==> src/pkg/ivpm_regs.svh <==
// named offsets, reset values and counts of the request mapper
// assumes it is included by bare name from the package and the design files
`ifndef IVPM_REGS_SVH
`define IVPM_REGS_SVH

`define IVPM_NUM_RQ 24
`define IVPM_RQ_W 5
`define IVPM_LVL_W 2
`define IVPM_FLD_PER_REG 4
`define IVPM_NUM_LVL_REGS 6
`define IVPM_EXT_PAIRS 4

`define IVPM_LVL_BASE 16'h0079
`define IVPM_LVL_RST 8'hFF

`define IVPM_PEND0_ADDR 16'h00F0
`define IVPM_PEND1_ADDR 16'h00F1
`define IVPM_PEND2_ADDR 16'h00F2
`define IVPM_SEL_ADDR 16'h00F3

`define IVPM_VEC_TOP 16'hFFFA
`define IVPM_VEC_NEXT 16'h0001

`endif

==> src/pkg/ivpm_pkg.sv <==
// types shared by the request mapper and its priority selector
// assumes the constants header sits on the include path
`include "ivpm_regs.svh"

package ivpm_pkg;

  typedef logic [`IVPM_LVL_W-1:0] ivpm_lvl_t;
  typedef logic [`IVPM_RQ_W-1:0] ivpm_num_t;

  // request numbers in table order, 0 = highest fixed precedence
  typedef enum logic [`IVPM_RQ_W-1:0] {
    rq_ext_0_4, rq_ext_1_5, rq_ext_2_6, rq_ext_3_7,
    rq_serial_dead_time, rq_ctimer0_lo, rq_ctimer0_hi,
    rq_lin_rx, rq_lin_tx, rq_pulse1_lo, rq_pulse1_hi,
    rq_pulse2_hi, rq_pulse0_hi, rq_pulse0_lo, rq_ctimer1_hi,
    rq_pulse2_lo, rq_reload_motor, rq_ptimer_motor, rq_adc,
    rq_timebase, rq_watch, rq_unused, rq_ctimer1_lo, rq_flash
  } ivpm_rq_t;

  // one level request from each peripheral source, held until serviced
  typedef struct packed {
    logic [`IVPM_EXT_PAIRS-1:0] ext_int_lo;
    logic [`IVPM_EXT_PAIRS-1:0] ext_int_hi;
    logic synchronous_serial_port;
    logic dead_time_trip_input;
    logic ctimer0_lo;
    logic ctimer0_hi;
    logic lin_rx;
    logic lin_tx;
    logic prog_pulse1_lo;
    logic prog_pulse1_hi;
    logic prog_pulse2_hi;
    logic prog_pulse2_lo;
    logic prog_pulse0_hi;
    logic prog_pulse0_lo;
    logic ctimer1_hi;
    logic ctimer1_lo;
    logic reload_timer1;
    logic motor_write_timing;
    logic motor_compare_clear;
    logic i2c;
    logic pulse_timer1;
    logic motor_position_detect;
    logic motor_compare_match;
    logic adc;
    logic timebase;
    logic watch_prescaler;
    logic flash;
  } ivpm_src_t;

  // what the core sees: winner, its level and its vector byte addresses
  typedef struct packed {
    logic valid;
    ivpm_num_t num;
    ivpm_lvl_t level;
    logic [15:0] vec_upper;
    logic [15:0] vec_lower;
  } ivpm_vec_t;

endpackage

==> src/hdl/ivpm_sel.sv <==
// priority selector: picks the best eligible pending request
// assumes pending and level inputs are stable flops on the same clock
`timescale 1ns/1ns
`include "ivpm_regs.svh"

module ivpm_sel
  import ivpm_pkg::*;
(
  input wire logic [`IVPM_NUM_RQ-1:0] pend,
  input wire logic [`IVPM_NUM_RQ*`IVPM_LVL_W-1:0] levels,
  input wire ivpm_lvl_t core_lvl,
  output logic hit,
  output ivpm_num_t num,
  output ivpm_lvl_t lvl
);

  logic [`IVPM_NUM_RQ-1:0] elig;

  genvar g;
  generate
    for (g = 0; g < `IVPM_NUM_RQ; g++) begin : g_elig
      // lower code outranks; the core's level 0 masks everything
      assign elig[g] = pend[g] &&
        (levels[g*`IVPM_LVL_W +: `IVPM_LVL_W] < core_lvl);
    end
  endgenerate

  always_comb begin
    hit = 1'b0;
    num = '0;
    lvl = '1;
    // ascending scan with strict compare keeps the lowest number on ties
    for (int i = 0; i < `IVPM_NUM_RQ; i++) begin
      if (elig[i] &&
          (!hit || levels[i*`IVPM_LVL_W +: `IVPM_LVL_W] < lvl)) begin
        hit = 1'b1;
        num = ivpm_num_t'(i);
        lvl = levels[i*`IVPM_LVL_W +: `IVPM_LVL_W];
      end
    end
  end

endmodule

==> src/hdl/ivpm_top.sv <==
// interrupt request mapper: gathers peripheral sources onto 24 requests,
// holds the level registers and presents the winning vector to the core
// assumes sources and core level come from logic on mclk, no sync needed
//
// Functional notes
// - every request has its own 2-bit level
// - same level: lowest request number wins
// - ext channels 0,4 on request 0, FFFA/FFFB
// - ext channels 1,5 on request 1, FFF8/FFF9
// - ext channels 2,6 on request 2, FFF6/FFF7
// - ext channels 3,7 on request 3, FFF4/FFF5
// - serial port, dead-time trip share request 4
// - composite timer 0: low 5, high 6
// - composite timer 1: high 14, low 22
// - pulse generator 1: low 9, high 10
// - pulse generator 0: high 12, low 13
// - pulse generator 2: high 11, low 15
// - reload timer, motor write/clear, i2c: 16
// - pulse timer, motor position/match: 17
// - six level registers from 0079, reset ones
//
// The plain strobed port and the register offsets were decided locally.
`timescale 1ns/1ns
`include "ivpm_regs.svh"

module ivpm_top
  import ivpm_pkg::*;
(
  input wire logic mclk,
  input wire logic sys_rst,
  input wire ivpm_src_t src,
  input wire ivpm_lvl_t core_lvl,
  input wire logic [15:0] reg_addr,
  input wire logic [7:0] reg_wdata,
  input wire logic reg_wr,
  input wire logic reg_rd,
  output ivpm_vec_t core_out_r,
  output logic [7:0] reg_rdata_r
);

  // ---- request gathering ----
  logic [`IVPM_NUM_RQ-1:0] rq_raw;
  logic [`IVPM_NUM_RQ-1:0] pend_r;
  logic [`IVPM_NUM_RQ-1:0] pend_nxt;

  genvar e;
  generate
    for (e = 0; e < `IVPM_EXT_PAIRS; e++) begin : g_ext
      // channel e and channel e+4 share one request
      assign rq_raw[int'(rq_ext_0_4) + e] =
        src.ext_int_lo[e] | src.ext_int_hi[e];
    end
  endgenerate

  assign rq_raw[rq_serial_dead_time] =
    src.synchronous_serial_port | src.dead_time_trip_input;
  assign rq_raw[rq_ctimer0_lo] = src.ctimer0_lo;
  assign rq_raw[rq_ctimer0_hi] = src.ctimer0_hi;
  assign rq_raw[rq_lin_rx] = src.lin_rx;
  assign rq_raw[rq_lin_tx] = src.lin_tx;
  assign rq_raw[rq_pulse1_lo] = src.prog_pulse1_lo;
  assign rq_raw[rq_pulse1_hi] = src.prog_pulse1_hi;
  assign rq_raw[rq_pulse2_hi] = src.prog_pulse2_hi;
  assign rq_raw[rq_pulse0_hi] = src.prog_pulse0_hi;
  assign rq_raw[rq_pulse0_lo] = src.prog_pulse0_lo;
  assign rq_raw[rq_ctimer1_hi] = src.ctimer1_hi;
  assign rq_raw[rq_pulse2_lo] = src.prog_pulse2_lo;
  assign rq_raw[rq_reload_motor] = src.reload_timer1 |
    src.motor_write_timing | src.motor_compare_clear | src.i2c;
  assign rq_raw[rq_ptimer_motor] = src.pulse_timer1 |
    src.motor_position_detect | src.motor_compare_match;
  assign rq_raw[rq_adc] = src.adc;
  assign rq_raw[rq_timebase] = src.timebase;
  assign rq_raw[rq_watch] = src.watch_prescaler;
  // no source is wired here, so it can never be selected
  assign rq_raw[rq_unused] = 1'b0;
  assign rq_raw[rq_ctimer1_lo] = src.ctimer1_lo;
  assign rq_raw[rq_flash] = src.flash;

  always_comb begin
    pend_nxt = rq_raw;
    if (sys_rst) begin
      pend_nxt = '0;
    end
  end

  always_ff @(posedge mclk) begin
    pend_r <= pend_nxt;
  end

  // ---- level registers ----
  logic [`IVPM_NUM_LVL_REGS-1:0][7:0] lvl_r;
  logic [`IVPM_NUM_LVL_REGS-1:0][7:0] lvl_nxt;
  logic [15:0] lvl_ofs;
  logic lvl_hit;
  logic [2:0] lvl_idx;

  assign lvl_ofs = reg_addr - `IVPM_LVL_BASE;
  assign lvl_hit = (reg_addr >= `IVPM_LVL_BASE) &&
    (lvl_ofs < 16'(`IVPM_NUM_LVL_REGS));
  assign lvl_idx = lvl_ofs[2:0];

  always_comb begin
    lvl_nxt = lvl_r;
    if (sys_rst) begin
      // all ones leaves every request at the weakest level
      lvl_nxt = {`IVPM_NUM_LVL_REGS{`IVPM_LVL_RST}};
    end else if (reg_wr && lvl_hit) begin
      lvl_nxt[lvl_idx] = reg_wdata;
    end
  end

  always_ff @(posedge mclk) begin
    lvl_r <= lvl_nxt;
  end

  // register k bits 2j+1:2j hold the level of request 4k+j
  logic [`IVPM_NUM_RQ*`IVPM_LVL_W-1:0] lvl_flat;
  assign lvl_flat = lvl_r;

  // ---- selection and core output ----
  logic sel_hit;
  ivpm_num_t sel_num;
  ivpm_lvl_t sel_lvl;

  ivpm_sel u_sel (
    .pend(pend_r),
    .levels(lvl_flat),
    .core_lvl(core_lvl),
    .hit(sel_hit),
    .num(sel_num),
    .lvl(sel_lvl)
  );

  ivpm_vec_t core_nxt;
  logic [15:0] vec_up;

  // entries descend two bytes per request from the top of the table
  assign vec_up = `IVPM_VEC_TOP - {10'h000, sel_num, 1'b0};

  always_comb begin
    core_nxt = '0;
    if (!sys_rst && sel_hit) begin
      core_nxt.valid = 1'b1;
      core_nxt.num = sel_num;
      core_nxt.level = sel_lvl;
      core_nxt.vec_upper = vec_up;
      core_nxt.vec_lower = vec_up + `IVPM_VEC_NEXT;
    end
  end

  always_ff @(posedge mclk) begin
    core_out_r <= core_nxt;
  end

  // ---- register read port ----
  logic [7:0] rdata_nxt;

  always_comb begin
    rdata_nxt = 8'h00;
    if (!sys_rst && reg_rd) begin
      if (lvl_hit) begin
        rdata_nxt = lvl_r[lvl_idx];
      end else begin
        unique case (reg_addr)
          `IVPM_PEND0_ADDR: rdata_nxt = pend_r[7:0];
          `IVPM_PEND1_ADDR: rdata_nxt = pend_r[15:8];
          `IVPM_PEND2_ADDR: rdata_nxt = pend_r[23:16];
          `IVPM_SEL_ADDR: begin
            rdata_nxt = {core_out_r.valid, core_out_r.level,
              core_out_r.num};
          end
          default: rdata_nxt = 8'h00;
        endcase
      end
    end
  end

  always_ff @(posedge mclk) begin
    reg_rdata_r <= rdata_nxt;
  end

endmodule

==> config.mk <==
export PLATFORM = sky130hd
export DESIGN_NAME = ivpm_top
export DESIGN_NICKNAME = d
export VERILOG_FILES = /design/src/pkg/ivpm_pkg.sv /design/src/hdl/ivpm_sel.sv /design/src/hdl/ivpm_top.sv
export VERILOG_INCLUDE_DIRS = /design/src /design/src/pkg
export SDC_FILE = /design/constraint.sdc
export NUM_CORES = 1
export LEC_CHECK = 0
export BUFFER_PORTS_ARGS = -buffer_cell sky130_fd_sc_hd__buf_2
export CAP_MARGIN = 25
export CORE_ASPECT_RATIO = 0.9
export CORE_MARGIN = 4
export CORE_UTILIZATION = 40
export DETAILED_ROUTE_END_ITERATION = 7
export MAX_ROUTING_LAYER = met4
export PLACE_DENSITY = 0.71
export SLEW_MARGIN = 30
export SYNTH_ARGS = -nofsm -noshare
export SYNTH_HDL_FRONTEND = slang
export SYNTH_SLANG_ARGS = --single-unit
export TNS_END_PERCENT = 10
==> constraint.sdc <==
create_clock -name mclk -period 8.8 [get_ports mclk]
set_clock_uncertainty 0.15 [all_clocks]
set_input_delay 0.88 -clock mclk [delete_from_list [all_inputs] [get_ports mclk]]
set_output_delay 0.88 -clock mclk [all_outputs]
set_load 0.01 [all_outputs]
# Word-level counts from Yosys, hierarchy flattened
# Index checks and enable logic that the tools add are counted.
dict set report word_totals {
  ff_bits 112
  out_inout_bits 48
  input_bits 63
}
dict set report classes {
  order_cmp 51
  n_mux 79
  n_addsub 3
  n_reduce_logical 99
  bitwise_logic 10
  n_eq_ne 4
}
# op n
set op_table {}
lappend op_table {{$lt A2 B2 Y1} 47}
lappend op_table {{$eq A16 B8 Y1 const B} 4}
lappend op_table {{$logic_and A1 B1 Y1} 52}
lappend op_table {{$mux W2} 26}
lappend op_table {{$bwmux W48} 1}
lappend op_table {{$mux W40} 1}
lappend op_table {{$mux W5} 8}
lappend op_table {{$mux W4} 8}
lappend op_table {{$pmux W8 S4} 1}
lappend op_table {{$mux W1} 25}
lappend op_table {{$bmux W8 S3} 1}
lappend op_table {{$demux W8 S3} 1}
lappend op_table {{$logic_not A1 Y1} 24}
lappend op_table {{$mux W8} 3}
lappend op_table {{$logic_or A1 B1 Y1} 23}
lappend op_table {{$ge A16 B7 Y1 const B} 1}
lappend op_table {{$lt A16 B3 Y1 const B} 1}
lappend op_table {{$sub A16 B7 Y16 const B} 1}
lappend op_table {{$mux W3} 4}
lappend op_table {{$or A1 B1 Y1} 10}
lappend op_table {{$add A8 B2 Y9 const B} 1}
lappend op_table {{$sub A4 B7 Y8 const A} 1}
lappend op_table {{$lt A3 B4 Y1 const B} 1}
lappend op_table {{$ge A3 B1 Y1 const B} 1}

# Depth between registers and ports, before layout
# Gate-level depths: netlist (run 1).
dict set report logic_depth {
  word_depth 98
  mapped_depth 23
  depth_no_buf 23
}

# By module
# A second synthesis (run 1) with hierarchy kept.
dict set report hier_totals {
  cells_unflattened 900
  hier_area_um2 7417.1
}
# mod area_each_um2 instances cells_per_inst
set by_module_without_submodules {}
lappend by_module_without_submodules {ivpm_top 4175.3 1 416}
lappend by_module_without_submodules {ivpm_sel 3241.9 1 484}

# Worst setup path before layout (run 1)
# Ideal clock, no wire load.
dict set report synth_timing {
  path_type {input to register}
  start {in core_lvl[1]}
  end {reg core_out_r[4] (netlist name)}
  cell_stages 22
  path_slack_ns 1.906
  t_arrival_ns 6.656
  cell_sequence {inv_1 -> ha_1 -> nand2b_1 -> a211oi_4 -> or4_4 -> or4_4 -> o22ai_2 -> nor2_1 -> a31o_1 -> a311o_2 -> a41oi_4 -> a2111o_2 -> a41oi_4 -> a311o_1 -> nand3_2 -> a31oi_2 -> mux2_4 -> ha_1 -> inv_1 -> o311a_4 -> or3_4 -> a311oi_2}
}
dict set report synth_via {
  elab_chain_cells 97
  elab_cells_between_ends 213
}
# element line_no
set synth_rtl {}
lappend synth_rtl {{start: declaration} ivpm_top.sv:32} ;# input wire ivpm_lvl_t core_lvl,
lappend synth_rtl {{$lt A2 B2 Y1} ivpm_sel.sv:24} ;# (levels[g*`IVPM_LVL_W +: `IVPM_LVL_W] < core_lvl);
lappend synth_rtl {{$logic_and A1 B1 Y1} ivpm_sel.sv:23} ;# assign elig[g] = pend[g] &&
lappend synth_rtl {{$mux W2 or $mux W1 (tied branches)} ivpm_sel.sv:34} ;# if (elig[i] &&
lappend synth_rtl {{$lt A2 B2 Y1 or $logic_not A1 Y1 (tied branches)} ivpm_sel.sv:35} ;# (!hit || levels[i*`IVPM_LVL_W +: `IVPM_LVL_W] < lvl)) begin
lappend synth_rtl {{$logic_or A1 B1 Y1} ivpm_sel.sv:35}
lappend synth_rtl {{$logic_and A1 B1 Y1} ivpm_sel.sv:34}
lappend synth_rtl {{$mux W2 or $mux W1 (tied branches)} ivpm_sel.sv:34}
lappend synth_rtl {{$lt A2 B2 Y1 or $logic_not A1 Y1 (tied branches)} ivpm_sel.sv:35}
lappend synth_rtl {{[81 not listed]} -}
lappend synth_rtl {{$logic_and A1 B1 Y1} ivpm_sel.sv:34}
lappend synth_rtl {{$mux W2 or $mux W1 (tied branches)} ivpm_sel.sv:34}
lappend synth_rtl {{$lt A2 B2 Y1 or $logic_not A1 Y1 (tied branches)} ivpm_sel.sv:35}
lappend synth_rtl {{$logic_or A1 B1 Y1} ivpm_sel.sv:35}
lappend synth_rtl {{$logic_and A1 B1 Y1} ivpm_sel.sv:34}
lappend synth_rtl {{$mux W5} ivpm_sel.sv:34}
lappend synth_rtl {{$sub A4 B7 Y8 (no source line)} -}
lappend synth_rtl {{$add A8 B2 Y9 (no source line)} -}
lappend synth_rtl {{end signal: assignment} ivpm_top.sv:153} ;# core_out_r <= core_nxt;
lappend synth_rtl {{end: declaration} ivpm_top.sv:37} ;# output ivpm_vec_t core_out_r,
# Several ways; a longest one is shown, not always the timed one.
# A chain may end at the register's enable or synchronous reset.

# Worst setup path after layout (run 1)
# Same ends and word-level chain as after synthesis.

==> flow_summary.toml, run 1 <==
[sta]
worst_pin_slew_ps = 964.3
fmax_ghz = 0.1377
tns_ps = 0
hold_viol_final = 0
max_slew_margin_pct = 34.05
hold_slack_ps = 442.9
fin_crit_ps = 7264
rsz0062_at_grt = "false"
post-route-period-util_pct = 82.55
setup_viol = 0
drv_slew = 0

[die]
start_util_pct = 41.40
io_pins = 111
std_cell_rows = 45
die_h_um = 134.3
core_area_mm2 = 0.01712
die_area_mm2 = 0.01991
die_w_um = 148.3

[power_and_ir_drop]
pwr-share-seq_pct = 43.6
power_density_mw_per_mm2 = 129.3
cellLeakagePower_uw = 0.003295
p_sw_share_pct = 30.69
p_clk_share_pct = 37.1
ir_drop_mv = 0.1034
p_int_uw = 714.3
power_switching_uw = 316.3
combPwrFrac_pct = 19.3

[synth]
yosys_most_used_dff = "dfxtp_1"
synth-seq-cells = 93
mappedNetlistNets = 967
async_flop_share_pct = 0
postSynthCellCount = 874
yosys_warnings = 0
syn_area_mm2 = 0.007087
seq_area_frac_synth_pct = 26.27
synth-edff-count = 0
synth_area_per_cell_um2 = 8.108
synth_cell_types = 97

[clocking]
clk_latency_ps = 360
clkSlewWorstSetupHoldPaths_ps = 70
cts_buffer_depth = 2
cts-htree-levels = 3
cts_buffers = 9
root_buffer = "clkbuf_16"
postCtsSetupRepairBufs = 0
cts.repair.resized = 0
cts.sinks = 93
hold_buffers = 0
cts_tree = "yes"

[outcome]
status = "finished, final reports clean"

[grt]
grt_start_max_net_pins = 46
grt_pass1_wl_mm = 36.98
grt_pass1_vias = 6408
antenna_found_initial = 1
use_met1_pct = 34.67
use_met3_pct = 4.899
top_usage_layer = "met2"
overflow = 0
use_met2_pct = 35.68
grt_use_total_pct = 24.63

[cells_and_area]
multi_input_area_mm2 = 0.004756
fillers = 1693
regArea_mm2 = 0.001862
antenna_cells = 0
final_nets = 1041
drive_gt1_share_pct = 18.78
final_core_util_pct = 46.57
synthToLayoutAreaGrowth_pct = 12.48

[setup_path]
start_kind = "primary input"
worst_ep_arrival_time_ps = 7390
critPathRequiredTime_ps = 8920
worstSetupPathType = "primary input to flop"
crit_chain = "buf_2 > inv_1 > buf_4 > ha_1 > a2111oi_4 > nor4_4 > nand4_1 > a21o_4 > o2bb2ai_1 > or4_2 > a41oi_4 > a2111o_2 > a41oi_4 > a311o_1 > nand3_2 > a31oi_2 > mux2_4 > ha_1 > inv_1 > o311a_4 > or3_4 > a311oi_2"
critPathSlowestCell = "or4_2"
end_kind = "flop"
worstPathMaxFanout = 13
cp.buffers_inverters = 4
crit_family = "compound AO/OA/AOI/OAI gates"
max_stage_delay_ps = 670

[drt]
drt-pass1-iter-count = 7
antenna_left = 0
wl_per_cell_um = 20.65
via_per_inst = 5.993
dr_total_vias = 7120
drc = 0
finalWirelength_mm = 24.54
drt_iter0_markers = 939

[placement]
io_buffers = 109
dp_hpwl_mm = 18.88
place_congestion = 1.011

[hold_path]
hp-class = "flop to flop"

[job]
cap_violations = 0
sequential cells by signal, indices dropped and copies added (netlist names):
name,flops
pend_r,23
core_out_r,14
lvl_flat,48
reg_rdata_r,8
synth_stat cells, types with 24 or more instances:
cell      number  area share (%)
nor2_1        58             3.1
buf_4         27             2.9
o21ai_0       46             3.2
o211ai_1      25             2.6
nor2b_1       32             2.8
inv_1         46             2.4
a21oi_1       28             2.0
nand2b_1      24             2.1
dfxtp_1       93              26
nand2_1      105             5.6
ha_1          30             5.3
mux2i_1       30             4.2
area by class of cell:
cell class                      count  area share, %
Inverter                           47          2.213
Timing Repair Buffer              116          7.503
Clock buffer                       11          3.045
Multi-Input combinational cell    681          59.66
Tap cell                          235          3.689
Clock inverter                      5         0.5337
Sequential cell                    93          23.36
worst reg2reg max path, cell delays in order (launching register included):
cell       delay, ps
dfxtp_1          540
ha_1             210
nand2b_1         270
a211oi_4         110
nor4_4           640
nand4_1          330
a21o_4           310
o2bb2ai_1        200
or4_2            670
a41oi_4          300
a2111o_2         270
a41oi_4          160
a311o_1          370
nand3_2          130
a31oi_2          190
mux2_4           360
ha_1             290
inv_1             60
o311a_4          400
or3_4            370
a311oi_2         230
per-layer routing:
metal	vias to the layer above	wire length, um
li1	3393	-
met5	-	0
met3	45	2713
met2	385	10080
met1	3297	11120
met4	0	626
power groups by stage:
stage	Combinational (uW)	Clock, uW	Sequential [uW]
CTS	196	388	449
global route	216	405	450
global placement	193	0	458
detailed placement	195	0	459
finish	199	383	449
floorplan	134	0	456
stage by stage:
| stage | area (um2) | power (uW) | std cells | worst slack, ps |
|---|---|---|---|---|
| after floorplan | 7087 | 590.7 | 874 | 1906 |
| after global placement | 7679 | 651.6 | 1172 | 1430 |
| after detailed placement | 7681 | 653.4 | 1172 | 1244 |
| after CTS | 7966 | 1033 | 1188 | 1627 |
| after global routing | 7971 | 1071 | 1188 | 1151 |
| final | 7971 | 1031 | 1188 | 1536 |
cells in the final DEF, fill, tap and decap left out, types with 8 or more instances in the layout:
| master | Yosys | layout |
|---|---|---|
| buf_2 | 0 | 109 |
| nand2_1 | 105 | 105 |
| dfxtp_1 | 93 | 93 |
| nor2_1 | 58 | 55 |
| inv_1 | 46 | 46 |
| o21ai_0 | 46 | 46 |
| nor2b_1 | 32 | 32 |
| mux2i_1 | 30 | 30 |
| ha_1 | 30 | 30 |
| a21oi_1 | 28 | 28 |
| o211ai_1 | 25 | 25 |
| nand2b_1 | 24 | 24 |
| nor3_1 | 18 | 18 |
| a22oi_1 | 18 | 18 |
| a31oi_1 | 17 | 17 |
| a211o_1 | 14 | 14 |
| a21o_1 | 13 | 13 |
| nand3_1 | 13 | 13 |
| a211oi_1 | 12 | 12 |
| and2_1 | 10 | 10 |
| o21ai_1 | 10 | 10 |
| a221oi_1 | 10 | 10 |
| or3_1 | 9 | 9 |
| clkbuf_16 | 0 | 9 |
| o22ai_1 | 8 | 8 |
cells by family (layout without fill, tap and decap cells):
group	count (synthesis)	count (layout)	share of synthesized area [%]
fa+ha+maj	32	32	5.579
simple gates	323	323	23.87
other cells	1	1	0.05292
compound gates	285	285	31.16
flops	93	93	26.27
mux	35	35	5.720
xor+xnor	5	5	0.6181
buf+inv	100	179	6.727
path summary, 6_finish.rpt:
kind / endpoint / cells after the start / slack (ps) / start
setup / recovery: core_out_r[4] / 22 / 1540 / core_lvl[1]
hold / removal: lvl_flat[42] / 2 / 440 / lvl_flat[42]
setup reg to reg: core_out_r[4] / 20 / 2170 / lvl_flat[1]
hold reg to reg: lvl_flat[42] / 2 / 440 / lvl_flat[42]
Power figures use the tool's default switching activity.
==> inputs of run 2 (changes only) <==
==> constraint.sdc (replaced) <==
create_clock -name mclk -period 6.8 [get_ports mclk]
set_clock_uncertainty 0.15 [all_clocks]
set_input_delay 0.68 -clock mclk [delete_from_list [all_inputs] [get_ports mclk]]
set_output_delay 0.68 -clock mclk [all_outputs]
set_load 0.01 [all_outputs]
==> run 2 against run 1 <==
Effect of this change:
- clock power rose by 29%
- global-route usage is 0.39 points higher
- die area unchanged
- first-iteration DRC count down 3.0%
- combinational power is 30% higher
- non-clock buffer count up 18
- clock-buffer cell count unchanged
- register-to-register slack lost 1800 ps
- via count increased by 2.1%
- sequential power up 29%
- critical path depth unchanged
- flip-flop and latch count stayed put
- critical endpoint unchanged
- highest routed layer unchanged
==> flow_summary.toml, run 2 (same netlist as run 1, synthesis figures left out) <==
[outcome]
status = "finished, final reports clean"

[grt]
grt_pass1_wl_mm = 37.89
grt_start_max_net_pins = 46
antenna_found_initial = 0
grt_use_total_pct = 25.02
overflow = 0
grt_pass1_vias = 6594

[placement]
post-place-cells = 1190
dp_hpwl_mm = 19.10
dp_worst_setup_slack_ps = -26.16
io_buffers = 109
place_congestion = 0.9789
post_dp_cell_area_mm2 = 0.007814

[clocking]
cts_buffers = 9
cts.repair.resized = 0
clkSlewWorstSetupHoldPaths_ps = 70
cts_tree = "yes"
cts-htree-levels = 3
cts_buffer_depth = 2
cts.sinks = 93
root_buffer = "clkbuf_16"
hold_buffers = 0
clk_latency_ps = 360
postCtsSetupRepairBufs = 0

[power_and_ir_drop]
cellLeakagePower_uw = 0.003379
power_uw = 1334
power_density_mw_per_mm2 = 164.5
ir_drop_mv = 0.1133

[setup_path]
end_kind = "flop"
critPathSlowestCell = "or4_4"
worst_ep_arrival_time_ps = 6610
r2r_slack_ps = 400
r2r_cells = 21
worst_r2r_startpoint = "lvl_flat[1]"
worstReg2RegEnd = "core_out_r[4]"
critPathRequiredTime_ps = 6920
worstPathMaxFanout = 6
crit_chain = "buf_2 > inv_1 > ha_1 > a211oi_4 > or4_4 > or4_4 > o22ai_2 > nor2_1 > a31o_1 > a311o_2 > a31oi_1 > a2111o_2 > a41oi_4 > a311o_1 > nand3_2 > a31oi_2 > mux2_4 > ha_1 > inv_1 > o311a_4 > or3_4 > a311oi_2"
endpoint = "core_out_r[4]"
startpoint = "core_lvl[1]"
start_kind = "primary input"
worstSetupPathType = "primary input to flop"
max_stage_delay_ps = 580

[cells_and_area]
fillers = 1708
drive_gt1_share_pct = 20.29
final_core_util_pct = 47.38
largest_reg_flops = 48
layout_common_cells = "109 x buf_2, 105 x nand2_1, 93 x dfxtp_1, 55 x nor2_1"
final_nets = 1059
final_area_mm2 = 0.008109
final_common_cell = "buf_2"
synthToLayoutAreaGrowth_pct = 14.42
final_cells = 1207

[hold_path]
hp-class = "primary input to flop"

[die]
std_cell_rows = 45
core_area_mm2 = 0.01712
io_pins = 111
die_w_um = 148.3
start_util_pct = 41.40
die_area_mm2 = 0.01991
die_h_um = 134.3

[drt]
antenna_left = 0
via_per_inst = 6.026
wl_per_cell_um = 20.36
dr_total_vias = 7273
drt_iter0_markers = 911
finalWirelength_mm = 24.58
drc = 0
drt-pass1-iter-count = 5

[sta]
fin_ws_ps = 304.7
drv_slew = 0
fmax_ghz = 0.1540
hold_viol_final = 0
setup_viol = 0
worst_pin_slew_ps = 889.2
fin_crit_ps = 6495
max_slew_margin_pct = 39.19
post-route-period-util_pct = 95.52
rsz0062_at_grt = "false"

[job]
cap_violations = 0
-- run 2: final cells by class --
cell class	instances	area (um2)	share of cell area [%]
clock inverters	5	42.54	0.5246
repair buffers	134	733.2	9.042
well taps	235	294.0	3.626
flip-flops and latches	93	1862	22.96
inverters	47	176.4	2.176
multi-input cells	681	4756	58.65
diodes	1	2.502	0.03086
clock buffers	11	242.7	2.993
-- run 2: power by group --
| part | switching, uW | internal, uW |
|---|---|---|
| Sequential | 17.7 | 563 |
| Combinational | 157 | 102 |
| Clock | 232 | 262 |
| Total | 407 | 927 |
-- run 2: metal layers --
metal / vias to the layer above / GRT usage (%) / routed length (um)
met1: 3363 / 35.04 / 10910
met5: - / - / 0
met2: 421 / 37.10 / 10410
li1: 3431 / - / -
met4: 0 / 8.209 / 662
met3: 58 / 3.682 / 2597
-- run 2: how the worst min path moves through the flow --
stage                             from        endpoint  slack [ps]  cells after the start
after floorplan           lvl_flat[46]  core_out_r[32]         330                      2
after CTS                      src[31]       pend_r[2]         370                      3
after detailed placement  lvl_flat[42]    lvl_flat[42]         400                      2
after global routing            src[2]      pend_r[19]         390                      2
after global placement    lvl_flat[42]    lvl_flat[42]         410                      2
final                          src[31]       pend_r[2]         370                      3
-- run 2: worst max-delay path: cells and delay by family --
family | cells | cell delay, ps
AND/OR/NAND/NOR | 5 | 1760
buffers and inverters | 3 | 280
multiplexers | 1 | 320
adder cells (fa/ha/maj) | 2 | 750
AO/OA/AOI/OAI | 11 | 2850
-- run 2: per-stage QoR --
step,setup TNS [ps],hold WS (ps)
2_1_floorplan,0,332.0
6_report,0,374.9
3_3_place_gp,0,405.7
3_5_place_dp,-26.16,403.2
5_1_grt,0,388.2
4_1_cts,0,370.5
